==> config.mk <==
export PLATFORM = sky130hd
export DESIGN_NAME = uhtwc_dev_flat
export DESIGN_NICKNAME = d
export VERILOG_FILES = /design/src/hdl/uhtwc_pkg.sv /design/src/hdl/uhtwc_if.sv /design/src/hdl/uhtwc_dev.sv /design/src/flat_wrapper.sv
export SDC_FILE = /design/constraint.sdc
export NUM_CORES = 1
export LEC_CHECK = 0
export BUFFER_PORTS_ARGS = -buffer_cell sky130_fd_sc_hd__buf_2
export CAP_MARGIN = 20
export CORE_MARGIN = 5
export CORE_UTILIZATION = 45
export DETAILED_ROUTE_END_ITERATION = 7
export PLACE_DENSITY_LB_ADDON = 0.12
export SYNTH_ARGS = -nofsm -noshare
export SYNTH_HDL_FRONTEND = slang
export SYNTH_SLANG_ARGS = --single-unit
==> constraint.sdc <==
create_clock -name clk_in -period 2 [get_ports clk_in]
set_clock_uncertainty 0.15 [all_clocks]
set_input_delay 0 -clock clk_in [delete_from_list [all_inputs] [get_ports clk_in]]
set_output_delay 0 -clock clk_in [all_outputs]
set_load 0.02 [all_outputs]
==> src/hdl/uhtwc_pkg.sv <==
// shared constants for the usb handshake, timer and wakeup control ends
package uhtwc_pkg;
    // ------------------------------------------------------------
    // widths and device register map
    // ------------------------------------------------------------
    localparam int AW = 16;
    localparam int DW = 8;
    localparam logic [15:0] TSR_ADDR = 16'hff6c; // timer_start_reservation
    localparam logic [15:0] BLF_ADDR = 16'hff6d; // bus_level_force_control
    localparam logic [15:0] HSR_ADDR = 16'hff6e; // handshake reservations
    localparam logic [15:0] RXM_ADDR = 16'hff6f; // rx_mode_reg
    localparam logic [15:0] PRS_ADDR = 16'hff70; // packet_rx_status_reg
    localparam logic [15:0] TMC_ADDR = 16'hff71; // timer mode
    localparam logic [15:0] TMV_ADDR = 16'hff72; // timer count
    localparam logic [7:0] TSR_RST = 8'h01;
    localparam logic [7:0] BLF_RST = 8'h08;
    localparam logic [7:0] BLF_RESUME_K = 8'h07;
    // ------------------------------------------------------------
    // field positions
    // ------------------------------------------------------------
    localparam int TSR_SETOUT = 0; // start_after_setup_out_rx
    localparam int TSR_START_AFTER_DATA_TX = 1; // start_after_data_tx
    localparam int BLF_WAKE = 0;
    localparam int BLF_FEN = 1; // force_level_enable
    localparam int BLF_DP = 2; // dplus_force_level
    localparam int BLF_DM = 3; // dminus_force_level
    localparam int HSR_EP1B0 = 0; // ep1_buf0_send_resv
    localparam int HSR_EP1B1 = 1; // ep1_buf1_send_resv
    localparam int HSR_EP1ST = 2; // ep1_stall_resv
    localparam int HSR_EP1NAK = 3; // ep1_nak_resv
    localparam int HSR_DSTALL = 4; // data_stall_resv
    localparam int HSR_DNAK = 5; // data_nak_resv
    localparam int HSR_DACK = 6; // data_ack_resv
    localparam int RXM_WMASK = 0; // rx_write_mask
    localparam int PRS_RUNAWAY = 7; // clock_runaway_err
    localparam int TMC_LOWSPD = 0;
    localparam logic [6:0] HS_TOP = 7'h3f;
    localparam logic [6:0] LS_TOP = 7'h7f;
    // ------------------------------------------------------------
    // controller command port map and timing
    // ------------------------------------------------------------
    localparam logic [7:0] H_CTRL = 8'h00; // w: resume start/end, r: status
    localparam logic [7:0] H_RESV = 8'h01;
    localparam logic [7:0] H_TSR = 8'h02;
    localparam logic [7:0] H_MODE = 8'h03;
    localparam logic [7:0] H_PRS = 8'h04;
    localparam logic [7:0] H_PEEK = 8'h05;
    localparam int CTL_START = 0;
    localparam int CTL_END = 1;
    localparam int IDLE_TIME_MS = 5;
    localparam int CLK_HZ = 40000000;
    localparam int IDLE_CYCLES = IDLE_TIME_MS * (CLK_HZ / 1000);
endpackage

==> src/hdl/uhtwc_if.sv <==
// register link between the controller end and the device end
`timescale 1ns/1ps
interface uhtwc_if;
    logic [uhtwc_pkg::AW-1:0] addr;
    logic [uhtwc_pkg::DW-1:0] wdata;
    logic wr;
    logic rd;
    logic [uhtwc_pkg::DW-1:0] rdata;
    logic bus_idle;
    modport dev (input addr, wdata, wr, rd, output rdata, bus_idle);
    modport host (output addr, wdata, wr, rd, input rdata, bus_idle);
endinterface

==> src/hdl/uhtwc_dev.sv <==
// device end: reservation registers, usb timer, handshake answers, level forcing
`timescale 1ns/1ps
module uhtwc_dev (
    input wire logic clk_in, // 40 mhz clock
    input wire logic reset_in, // synchronous reset, active high
    uhtwc_if.dev bus_io, // register link
    input wire logic token_eop_in, // token eop pulse
    input wire logic in_token_in, // token is in
    input wire logic out_token_seen_in, // token is out
    input wire logic setup_token_seen_in, // token is setup
    input wire logic address_match_in, // address matched
    input wire logic ep0_addressed_in, // endpoint 0
    input wire logic ep1_addressed_in, // endpoint 1
    input wire logic token_byte_len_err_in, // token length error
    input wire logic token_bit_err_in, // token bit stuff error
    input wire logic crc5_err_in, // token crc error
    input wire logic rx_data_eop_in, // received data eop pulse
    input wire logic tx_data_eop_in, // transmitted data eop pulse
    input wire logic data_pid_match_in, // data pid matched
    input wire logic data_byte_len_err_in, // data length error
    input wire logic data_bit_err_in, // data bit stuff error
    input wire logic crc16_err_in, // data crc error
    input wire logic sync_det_in, // sync seen
    input wire logic usb_reset_det_in, // usb reset seen
    input wire logic resume_det_in, // resume seen
    input wire logic usb_tick_in, // usb clock enable tick
    input wire logic bus_idle_in, // line idle, asynchronous
    input wire logic txbuf_dp_in, // transmit buffer d+
    input wire logic txbuf_dm_in, // transmit buffer d-
    input wire logic txbuf_oe_in, // transmit buffer drives
    output logic dplus_tx_pin_out, // d+ to driver
    output logic dminus_tx_pin_out, // d- to driver
    output logic tx_oe_out, // driver enable
    output logic ack_send_out, // send ack pulse
    output logic ep1_nak_send_out, // send nak pulse
    output logic timer_overflow_irq_out, // overflow pulse
    output logic usb_clk_stop_out // usb clock forced off
);
    typedef struct packed {
        logic [1:0] tsr;
        logic [3:0] blf;
        logic [6:0] hsr;
        logic wmask;
        logic runaway;
        logic low_speed;
        logic run;
        logic [6:0] cnt;
        logic [7:0] rdata;
        logic dp;
        logic dm;
        logic oe;
        logic ack;
        logic nak1;
        logic irq;
        logic idle_m;
        logic idle_s;
    } uhtwc_dev_s;

    uhtwc_dev_s q;
    uhtwc_dev_s d;
    logic tok_ok;
    logic data_ok;
    logic setup_ok;
    logic so_start;
    logic tx_start;
    logic ls_start;

    // ------------------------------------------------------------
    // packet qualifiers
    // ------------------------------------------------------------
    // shared error-free checks keep the start and answer terms alike
    assign tok_ok = token_eop_in & address_match_in & ~token_byte_len_err_in
        & ~token_bit_err_in & ~crc5_err_in;
    assign data_ok = data_pid_match_in & ~data_byte_len_err_in & ~data_bit_err_in
        & ~crc16_err_in;
    assign setup_ok = tok_ok & setup_token_seen_in & ep0_addressed_in;
    assign so_start = q.tsr[uhtwc_pkg::TSR_SETOUT] & tok_ok & ep0_addressed_in
        & (setup_token_seen_in | out_token_seen_in);
    assign tx_start = q.tsr[uhtwc_pkg::TSR_START_AFTER_DATA_TX] & tx_data_eop_in & data_ok;
    assign ls_start = sync_det_in | usb_reset_det_in | resume_det_in;

    // ------------------------------------------------------------
    // next state
    // ------------------------------------------------------------
    always_comb begin
        d = q;
        d.ack = 1'b0;
        d.nak1 = 1'b0;
        d.irq = 1'b0;
        d.rdata = 8'h00;
        // idle level comes from the line, so it is synchronised first
        d.idle_m = bus_idle_in;
        d.idle_s = q.idle_m;
        // software writes; hardware events below override them
        if (bus_io.wr) begin
            if (bus_io.addr == uhtwc_pkg::TSR_ADDR) begin
                d.tsr = bus_io.wdata[1:0];
            end else if (bus_io.addr == uhtwc_pkg::BLF_ADDR) begin
                d.blf = bus_io.wdata[3:0];
            end else if (bus_io.addr == uhtwc_pkg::HSR_ADDR) begin
                d.hsr = bus_io.wdata[6:0];
            end else if (bus_io.addr == uhtwc_pkg::RXM_ADDR) begin
                d.wmask = bus_io.wdata[uhtwc_pkg::RXM_WMASK];
            end else if (bus_io.addr == uhtwc_pkg::PRS_ADDR) begin
                // writing zero clears the runaway flag and restarts the clock
                d.runaway = q.runaway & bus_io.wdata[uhtwc_pkg::PRS_RUNAWAY];
            end else if (bus_io.addr == uhtwc_pkg::TMC_ADDR) begin
                d.low_speed = bus_io.wdata[uhtwc_pkg::TMC_LOWSPD];
                d.run = 1'b0; // a mode change abandons the current count
                d.cnt = 7'h00;
            end
        end
        // register reads, unused bits read as zero
        if (bus_io.rd) begin
            if (bus_io.addr == uhtwc_pkg::TSR_ADDR) begin
                d.rdata = {6'h00, q.tsr};
            end else if (bus_io.addr == uhtwc_pkg::BLF_ADDR) begin
                d.rdata = {4'h0, q.blf};
            end else if (bus_io.addr == uhtwc_pkg::HSR_ADDR) begin
                d.rdata = {1'b0, q.hsr};
            end else if (bus_io.addr == uhtwc_pkg::RXM_ADDR) begin
                d.rdata = {7'h00, q.wmask};
            end else if (bus_io.addr == uhtwc_pkg::PRS_ADDR) begin
                d.rdata = {q.runaway, 7'h00};
            end else if (bus_io.addr == uhtwc_pkg::TMC_ADDR) begin
                d.rdata = {7'h00, q.low_speed};
            end else if (bus_io.addr == uhtwc_pkg::TMV_ADDR) begin
                d.rdata = {q.run, q.cnt};
            end
        end
        // a valid setup wins over a software write in the same cycle
        if (setup_ok) begin
            d.tsr = uhtwc_pkg::TSR_RST[1:0];
        end
        // handshake answers
        d.ack = q.hsr[uhtwc_pkg::HSR_DACK] & rx_data_eop_in & data_ok;
        d.nak1 = q.hsr[uhtwc_pkg::HSR_EP1NAK] & tok_ok & in_token_in
            & ep1_addressed_in;
        // usb timer
        if (!q.low_speed) begin
            // fast mode counts every clock and stops at the six-bit top
            if (q.run) begin
                if (q.cnt == uhtwc_pkg::HS_TOP) begin
                    d.irq = 1'b1;
                    d.run = 1'b0;
                    d.cnt = 7'h00;
                end else begin
                    d.cnt = q.cnt + 7'h01;
                end
            end
            if (so_start | tx_start) begin
                d.run = 1'b1;
                d.cnt = 7'h00;
            end
        end else begin
            // slow mode counts usb clock ticks; no ticks arrive once stopped
            if (q.run && usb_tick_in && !q.runaway) begin
                if (q.cnt == uhtwc_pkg::LS_TOP) begin
                    d.irq = 1'b1;
                    d.runaway = 1'b1;
                    d.run = 1'b0;
                    d.cnt = 7'h00;
                end else begin
                    d.cnt = q.cnt + 7'h01;
                end
            end
            if (ls_start && !d.runaway) begin
                d.run = 1'b1;
                d.cnt = 7'h00;
            end
        end
        // driver source and wakeup gate
        if (q.blf[uhtwc_pkg::BLF_FEN]) begin
            d.dp = q.blf[uhtwc_pkg::BLF_DP];
            d.dm = q.blf[uhtwc_pkg::BLF_DM];
        end else begin
            d.dp = txbuf_dp_in;
            d.dm = txbuf_dm_in;
        end
        d.oe = q.blf[uhtwc_pkg::BLF_WAKE] | txbuf_oe_in;
    end

    // ------------------------------------------------------------
    // state register
    // ------------------------------------------------------------
    always_ff @(posedge clk_in) begin
        if (reset_in) begin
            q <= '0;
            q.tsr <= uhtwc_pkg::TSR_RST[1:0];
            q.blf <= uhtwc_pkg::BLF_RST[3:0];
            q.dm <= uhtwc_pkg::BLF_RST[uhtwc_pkg::BLF_DM];
        end else begin
            q <= d;
        end
    end

    // outputs straight from the state flops
    assign bus_io.rdata = q.rdata;
    assign bus_io.bus_idle = q.idle_s;
    assign dplus_tx_pin_out = q.dp;
    assign dminus_tx_pin_out = q.dm;
    assign tx_oe_out = q.oe;
    assign ack_send_out = q.ack;
    assign ep1_nak_send_out = q.nak1;
    assign timer_overflow_irq_out = q.irq;
    assign usb_clk_stop_out = q.runaway;
endmodule

==> src/flat_wrapper.sv <==
// flat-port wrapper written by rule: the top's interface ports become plain ports
module uhtwc_dev_flat 
  (clk_in, reset_in, token_eop_in, in_token_in, out_token_seen_in, setup_token_seen_in, address_match_in, ep0_addressed_in, ep1_addressed_in, token_byte_len_err_in, token_bit_err_in, crc5_err_in, rx_data_eop_in, tx_data_eop_in, data_pid_match_in, data_byte_len_err_in, data_bit_err_in, crc16_err_in, sync_det_in, usb_reset_det_in, resume_det_in, usb_tick_in, bus_idle_in, txbuf_dp_in, txbuf_dm_in, txbuf_oe_in, dplus_tx_pin_out, dminus_tx_pin_out, tx_oe_out, ack_send_out, ep1_nak_send_out, timer_overflow_irq_out, usb_clk_stop_out, bus_io_addr, bus_io_wdata, bus_io_wr, bus_io_rd, bus_io_rdata, bus_io_bus_idle);
  uhtwc_if bus_io_i ();
  input wire logic clk_in;
  input wire logic reset_in;
  input wire logic token_eop_in;
  input wire logic in_token_in;
  input wire logic out_token_seen_in;
  input wire logic setup_token_seen_in;
  input wire logic address_match_in;
  input wire logic ep0_addressed_in;
  input wire logic ep1_addressed_in;
  input wire logic token_byte_len_err_in;
  input wire logic token_bit_err_in;
  input wire logic crc5_err_in;
  input wire logic rx_data_eop_in;
  input wire logic tx_data_eop_in;
  input wire logic data_pid_match_in;
  input wire logic data_byte_len_err_in;
  input wire logic data_bit_err_in;
  input wire logic crc16_err_in;
  input wire logic sync_det_in;
  input wire logic usb_reset_det_in;
  input wire logic resume_det_in;
  input wire logic usb_tick_in;
  input wire logic bus_idle_in;
  input wire logic txbuf_dp_in;
  input wire logic txbuf_dm_in;
  input wire logic txbuf_oe_in;
  output logic dplus_tx_pin_out;
  output logic dminus_tx_pin_out;
  output logic tx_oe_out;
  output logic ack_send_out;
  output logic ep1_nak_send_out;
  output logic timer_overflow_irq_out;
  output logic usb_clk_stop_out;
  input wire logic [$bits(bus_io_i.addr)-1:0] bus_io_addr;
  input wire logic [$bits(bus_io_i.wdata)-1:0] bus_io_wdata;
  input wire logic [$bits(bus_io_i.wr)-1:0] bus_io_wr;
  input wire logic [$bits(bus_io_i.rd)-1:0] bus_io_rd;
  output wire logic [$bits(bus_io_i.rdata)-1:0] bus_io_rdata;
  output wire logic [$bits(bus_io_i.bus_idle)-1:0] bus_io_bus_idle;
  assign bus_io_i.addr = bus_io_addr;
  assign bus_io_i.wdata = bus_io_wdata;
  assign bus_io_i.wr = bus_io_wr;
  assign bus_io_i.rd = bus_io_rd;
  assign bus_io_rdata = bus_io_i.rdata;
  assign bus_io_bus_idle = bus_io_i.bus_idle;
  uhtwc_dev u_core (.clk_in(clk_in), .reset_in(reset_in), .bus_io(bus_io_i), .token_eop_in(token_eop_in), .in_token_in(in_token_in), .out_token_seen_in(out_token_seen_in), .setup_token_seen_in(setup_token_seen_in), .address_match_in(address_match_in), .ep0_addressed_in(ep0_addressed_in), .ep1_addressed_in(ep1_addressed_in), .token_byte_len_err_in(token_byte_len_err_in), .token_bit_err_in(token_bit_err_in), .crc5_err_in(crc5_err_in), .rx_data_eop_in(rx_data_eop_in), .tx_data_eop_in(tx_data_eop_in), .data_pid_match_in(data_pid_match_in), .data_byte_len_err_in(data_byte_len_err_in), .data_bit_err_in(data_bit_err_in), .crc16_err_in(crc16_err_in), .sync_det_in(sync_det_in), .usb_reset_det_in(usb_reset_det_in), .resume_det_in(resume_det_in), .usb_tick_in(usb_tick_in), .bus_idle_in(bus_idle_in), .txbuf_dp_in(txbuf_dp_in), .txbuf_dm_in(txbuf_dm_in), .txbuf_oe_in(txbuf_oe_in), .dplus_tx_pin_out(dplus_tx_pin_out), .dminus_tx_pin_out(dminus_tx_pin_out), .tx_oe_out(tx_oe_out), .ack_send_out(ack_send_out), .ep1_nak_send_out(ep1_nak_send_out), .timer_overflow_irq_out(timer_overflow_irq_out), .usb_clk_stop_out(usb_clk_stop_out));
endmodule
==> impl_summary.md, run 1 <==
Status
The flow ran to the end, but the final reports show violations. The final reports fail on setup timing.

Power and ir drop
The total power after layout is 1.48 mW. Summed over all cells, the static leakage comes to 1.22 nW. For this design the ratio of total power to cell area is 510 mW/mm^2. IR analysis of the VDD net gives a maximum drop of 0.311 mV.

STA
The pin slew with the least headroom to its limit is 0.548 ns. The worst setup slack after layout is -0.0115 ns. Final hold analysis gives a worst-case slack of 0.0486 ns.

The routed design could run at a clock period as short as 2.01 ns. The number of endpoints with negative hold slack in the final report is 0. The final count of pins violating max slew is 0. The final setup violation count is 4. The highest clock rate is 497 MHz.

In this run the tightest slew margin relative to its limit is 63.5%. The final worst-path cycle share is 101%. Setup repair after global routing could not meet its margin everywhere.

Routing
The remaining antenna violation count after routing is 0. The average vias per placed instance is 5.48. The initial DRC count is 114. The detailed router used layers up to and including met4.

The routed length on met3 is 389 um. The routed design uses 2.84 mm of met2 wire. The vias after detailed routing is 2137. The final layout contains routed wiring with a total length of 6.05 mm.

In the final routing, the length of wire on met1 measures 2.76 mm. After detailed routing, the average wire length per cell comes to 15.5 um. For this run, design rule violations remaining after detail routing come to 0. The first detailed-routing pass ran for 4 iterations.

Placed design
The total placed instance area is 0.00253 mm^2. The HPWL after detailed placement is 4.35 mm. Buffers placed on the I/O ports in this run total 67.

The final RePlAce weighted congestion is 0.805.

GRT
The initial antenna violation count is 0. The via count of the first global-routing pass is 2124. For this run the aggregate overflow at the end of global routing stands at 0. The first global-routing pass estimated 10.1 mm of wire. The pin count of the biggest net entering global routing is 24. The total track usage is 20.7%.

Critical path
The startpoint kind of the worst setup timing path is a register. The worst setup path is of the register to register kind. STA classifies the critical path endpoint as a register. The number of cells on the worst reg-to-reg path is 6. The launching element of the worst setup path is u_core.q[17]$_SDFF_PP0_. The arrival time of the worst setup path is 2.08 ns. Of all nets on the critical path, the largest fanout is 4. In this run the critical register-to-register path is launched from u_core.q[17]$_SDFF_PP0_. The required time of the critical path is 2.07 ns.

Clock tree
The number of H-tree levels is 2. Clock-pin slew was measured on the worst setup and hold paths at 0.08 ns. The TritonCTS clock tree is done. Buffers inserted during clock tree synthesis total 5.

The clock net in this run drives a total of 40 sinks. CTS placed an instance of clkbuf_8 at the clock tree root. The maximum number of buffers from clock root to sink is 2.

Clock latency on the worst-skew pair, taken at its later pin, is 0.29 ns.

Logic synthesis
The post-synth net total is 287. The register bit count reported by yosys is 40. The mean cell area of the mapped netlist is 8.95 um^2. The fraction of registers with async set/reset is 0%. The most used flip-flop cell after synthesis is dfxtp_1. The count of cell types in the netlist is 52.

Counting flops with a built-in enable in the synthesized netlist gives 0. The post-synthesis sequential area ratio is 38.2%. The cell count after synthesis came out at 234.

The count of warnings emitted by yosys is 0. The cell area that synthesis handed to floorplanning was 0.00209 mm^2.

Final layout
Of the cells placed in the final design, the portion with a size suffix greater than 1 is 35.8%. The leading cell type in the layout, fill and taps excluded is buf_2. The repair_antennas step left the layout with diodes totalling 0. Once layout is done, the placed cells without fillers occupy 0.00291 mm^2. Leaving out fill and tap cells, the most frequent cells in the layout are buf_2 (67), dfxtp_1 (37), dlygate4sd3_1 (26).

The area overhead of the layout relative to synthesis is 38.9%. For this run, the post-layout net count is 391. The final core area utilization is 65.5%.

Floorplanning
68 I/O pins were placed. The effective utilization at floorplan is 47.1%. The floorplan step defined a die boundary enclosing 0.00612 mm^2.

The placement row count is 24. The horizontal extent of the die is 78.2 um. From bottom edge to top edge, the die measures 78.2 um. The core box area is 0.00444 mm^2.

Job
Across the run, the number of max-cap violations was 0.

Hold path
The depth of the worst hold-timing path is 4. The hold path startpoint is bus_io_addr[1]. The path type of the worst min-delay path is input pin to register.
path summary, 6_finish.rpt:
kind	end	slack [ns]
setup / recovery	u_core.q[17]$_SDFF_PP0_	-0.01
hold / removal	u_core.bus_io.rdata[6]$_SDFF_PP0_	0.05
setup reg to reg	u_core.q[17]$_SDFF_PP0_	-0.01
hold reg to reg	u_core.bus_io.bus_idle$_SDFF_PP0_	0.29
power breakdown:
group,internal (mW),switching (mW),leakage (nW),total (mW)
clock network,0.236,0.280,0.0400,0.516
logic,0.0908,0.0757,0.855,0.167
registers,0.800,0.00124,0.325,0.801
total,1.13,0.357,1.22,1.48
metal layers:
layer  global-route usage, %  up-vias
li1                        -     1055
met1                    28.4     1000
met2                    33.3       76
met3                    4.23        6
met4                    5.24        0
met5                       0        -
cell usage after synthesis (3+ instances only):
library cell   n  area (um^2)
a21oi_1       13         65.1
a22o_1         3         26.3
a22oi_1        7         52.6
a32oi_1        3         26.3
buf_4          8         60.1
buf_6          3         33.8
clkbuf_1       4         15.0
dfxtp_1       40          801
inv_1          9         33.8
mux2i_1       18          180
nand2_1       22         82.6
nand3_1        9         45.0
nand4_1        5         31.3
nor2_1        20         75.1
nor2b_1        5         31.3
nor3_1         9         45.0
nor4_1         5         31.3
o21ai_0        8         40.0
o22ai_1        4         25.0
cells by family (layout without fill, tap and decap cells):
family,Yosys count,in the layout,share of synthesized area [%]
fa+ha+maj,1,1,0.597
buf+inv,28,132,8.18
mux,19,19,9.14
flops,40,40,38.2
xor+xnor,3,3,1.25
compound gates,51,51,18.2
simple gates,92,92,24.4
flip-flops by register name, summed over array words and instances (netlist names):
name,cells
u_core.q,23
u_core.bus_io.rdata,8
u_core.ack_send_out,1
u_core.bus_io.bus_idle,1
u_core.d,1
u_core.dminus_tx_pin_out,1
u_core.dplus_tx_pin_out,1
u_core.ep1_nak_send_out,1
u_core.timer_overflow_irq_out,1
u_core.tx_oe_out,1
u_core.usb_clk_stop_out,1
critical path: stages (launching register included):
cell,delay (ns)
dfxtp_2,0.36
ha_4,0.14
nand3_2,0.08
or4b_4,0.53
a311oi_4,0.38
a32oi_2,0.13
o22ai_1,0.16
per-stage QoR:
stage	instances	setup WS [ns]	TNS (ns)
after global placement	355	0.00766	0
after detailed placement	355	-0.0460	-0.0933
final	390	-0.0115	-0.0353
after global routing	390	-0.0892	-0.422
after CTS	389	0.00148	0
after floorplan	234	0.0100	0
area by class of cell:
type	instances	area [um^2]
Inverter	9	33.8
Multi-Input combinational cell	166	1150
Sequential cell	40	807
Clock inverter	2	12.5
Fill cell	375	1530
Tap cell	52	65.1
Clock buffer	5	68.8
Timing Repair Buffer	116	768
what timing repair did:
action	4_1_cts	5_1_grt
resized for setup	1	4
endpoints found under the setup margin	7	8
pin swaps	5	5
buffers inserted	1	1
hold endpoints to repair	25	0
hold buffers	26	0
Note: power is estimated with default switching activity, not from simulation.
==> run 2, diff against run 1 <==
Settings changed: CORE_UTILIZATION 45 to 47, CTS_BUF_LIST from default to sky130_fd_sc_hd__clkbuf_8.
==> run 2 against run 1 <==
Against the previous run: the run now ends clean; combinational power about the same; routed wire length up 3.6%; sequential cell count unchanged; critical path depth unchanged; die area down 3.7%; clock power up 51%; register-to-register slack better by 0.08 ns; via count up 1.2%; global-route usage up 1.5 points; worst setup slack better by 0.082 ns; utilization up 2.6 points; design area up 1.2%; largest cell class unchanged; highest routed layer unchanged.
==> impl_summary.md, run 2 (synthesis gave the netlist of run 1 again) <==
STA
Measured against its own limit, the worst slew margin works out to 64.0%. The final setup violation count is 0. At the pin with the least slew margin, the transition time is 0.540 ns. Setup repair after global routing could not meet its margin everywhere. In the post-route analysis, the smallest setup slack over all paths is 0.0706 ns. The worst hold margin is 0.0341 ns. The final count of pins violating max slew is 0. The time the final worst path needs with I/O delays and setup is 1.93 ns.

The final worst-path cycle share is 96.5%. After routing, the total negative slack on setup checks comes to 0 ns. The number of endpoints with negative hold slack in the final report is 0.

The highest clock rate is 518 MHz.

GRT
The total track usage is 22.1%. The pin count of the biggest net entering global routing is 24. The initial antenna violation count was 0. The global-route wire length before repair is 10.6 mm. The via count of the first global-routing pass came to 2171. The total overflow left after global routing is 0.

Power and ir drop
The design draws 1.75 mW. The total leakage power is 1.24 nW. The worst ir drop on vdd is 0.425 mV. In this run the power density over the cells is 595 mW/mm^2.

Critical path
The worst setup path is captured at a register. The number of buffer and inverter stages on the critical path is 0. Tracing the worst setup path back leads to its startpoint at u_core.q[17]$_SDFF_PP0_.

The endpoint of the worst-slack reg-to-reg timing path is u_core.q[17]$_SDFF_PP0_. STA classifies the critical path startpoint as a register. The startpoint of the worst-slack reg-to-reg timing path is u_core.q[17]$_SDFF_PP0_. The kind of cell with the highest combined delay on the critical path is simple AND/OR/NAND/NOR gates. The arrival time of the worst setup path is 2.00 ns. The worst setup path endpoint is u_core.q[17]$_SDFF_PP0_. The depth of the critical timing path with buffers and inverters included is 6. Along the worst path, the maximum fanout reaches 4. The number of cells on the worst reg-to-reg path is 6. The signal on the critical path passes through ha_4 -> nand3_2 -> or4b_4 -> a311oi_4 -> a32oi_2 -> o22ai_1. The worst stage delay on the critical path is 0.53 ns. The master of the slowest instance on the critical path is or4b_4. The required time of the critical path is 2.07 ns. In this run the register-to-register setup slack is 0.07 ns.

The worst setup path is of the register to register kind.

Routing
The initial DRC count is 135. In the detailed route, the total length drawn on met2 is 2.91 mm. The remaining antenna violation count after routing is 0. In the routed design, unresolved DRC markers number 0.

The highest metal layer carrying signal wires in the routed design is met4. Detailed routing placed a total of 408 um of wire on met3. The first detailed-routing pass took 4 iterations. The final layout contains routed wiring with a total length of 6.27 mm. The vias after detailed routing is 2162. In the final routed layout, each cell accounts on average for 16.1 um.

Dividing the detail-routed via count by the number of cells gives 5.54. The sum of routed wire segments on met1 is 2.71 mm.

Final layout
The leading cell type in the layout, fill and taps excluded is buf_2. Relative to the synthesized area, the layout overhead comes to 40.6%. Leaving out fill and tap cells, the most frequent cells in the layout are buf_2 (67), dfxtp_1 (37), dlygate4sd3_1 (26). The final instance count without filler cells is 390.

The number of antenna repair diodes is 0. In the final layout, the multi-input gates occupy 0.00114 mm^2. The final layout contains 391 nets. Cells fill 68.1% of the core in the end. The register area is 805 um^2. The summed area of non-filler cells in the final layout is 0.00294 mm^2.

The register with the most flip-flops in the layout has 23 of them. The register with the most flip-flops is u_core.q. The number of fill cells is 356. Cells with a size suffix above 1 make up 35.2% of the layout.

Clock tree
The maximum number of buffers from clock root to sink is 2. The clock sink total is 40. The TritonCTS clock tree is done.

The number of clock buffers inserted by TritonCTS is 5. The H-tree generated during clock tree synthesis spans 2 levels. For the worst-skew pair, the clock arrives at the later sink with an insertion delay of 0.30 ns. The clock-pin slew on the worst setup and hold paths is 0.08 ns.

The clock root buffer is clkbuf_8.

Floorplanning
The die span in y is 76.8 um. Measured along the x axis, the die boundary spans 76.8 um. The core box area is 0.00432 mm^2. The initialized floorplan defines 24 standard-cell rows. The die covers 0.00589 mm^2. 68 I/O pins were placed. The initial utilization of the core area, before any placement, comes to 48.4%.

Placed design
Before CTS, the worst setup slack after placement is 0.0112 ns. The total half-perimeter wirelength after legalization and detailed placement is 4.32 mm. The total placed instance area is 0.00253 mm^2. During placement, the flow inserted port buffers numbering 67.

At the end of routability-driven placement, the weighted congestion stood at 0.843. Including well taps, the total number of placed cells is 356.

Job
The count of max-cap constraint violations is 0.

Status
The flow ran to the end, and the final reports show no timing, DRC or antenna violations.

Hold path
The min-delay analysis places its worst path in the category input pin to register.
[run 2: cell types whose count changed in the layout (fill, tap and decap cells not counted), sizes merged]
| cell | delta |
|---|---|
| bufinv | +2 |
| clkinvlp | -1 |
| clkinv | -1 |
[run 2: worst min-delay path by stage]
stage,from,end,slack [ns],depth (start not counted)
after floorplan,reset_in,u_core.q[38]$_SDFFE_PP1P_,-0.05,2
after global placement,bus_idle_in,u_core.d[0]$_SDFF_PP0_,0.06,2
after detailed placement,txbuf_oe_in,u_core.tx_oe_out$_SDFF_PP0_,0.06,3
after CTS,bus_io_addr[1],u_core.bus_io.rdata[6]$_SDFF_PP0_,0.02,4
after global routing,bus_io_addr[1],u_core.bus_io.rdata[4]$_SDFF_PP0_,0.05,4
final,bus_io_addr[1],u_core.bus_io.rdata[6]$_SDFF_PP0_,0.03,4
[run 2: power by group]
group          leakage [nW]  total (mW)  switching (mW)  internal, mW
logic                 0.855       0.170          0.0789        0.0909
registers             0.325       0.802         0.00129         0.801
clock network        0.0642       0.779           0.288         0.491
total                  1.24        1.75           0.368          1.38
[run 2: what timing repair did]
action / in CTS / in global routing
pin swaps: 1 / 2
buffers inserted: 0 / 1
hold endpoints to repair: 25 / 0
setup endpoints to repair: 2 / 6
resized for setup: 0 / 2
hold buffers: 26 / 0
[run 2: cell type report]
| cell class | instances | area share, % |
|---|---|---|
| Clock buffer | 5 | 2.34 |
| Timing Repair Buffer | 116 | 26.1 |
| Tap cell | 52 | 2.21 |
| Clock inverter | 2 | 2.04 |
| Sequential cell | 40 | 27.3 |
| Multi-Input combinational cell | 166 | 38.8 |
| Inverter | 9 | 1.15 |
[run 2: worst register-to-register path, cell delays in order (launching register included)]
cell      delay (ns)
dfxtp_2         0.36
ha_4            0.14
nand3_2         0.08
or4b_4          0.53
a311oi_4        0.32
a32oi_2         0.13
o22ai_1         0.16
[run 2: layer usage]
metal  vias up  GRT usage, %
met5         -             0
met4         0          9.97
met3        22          5.74
met2        87          34.5
met1       988          28.5
li1       1065             -
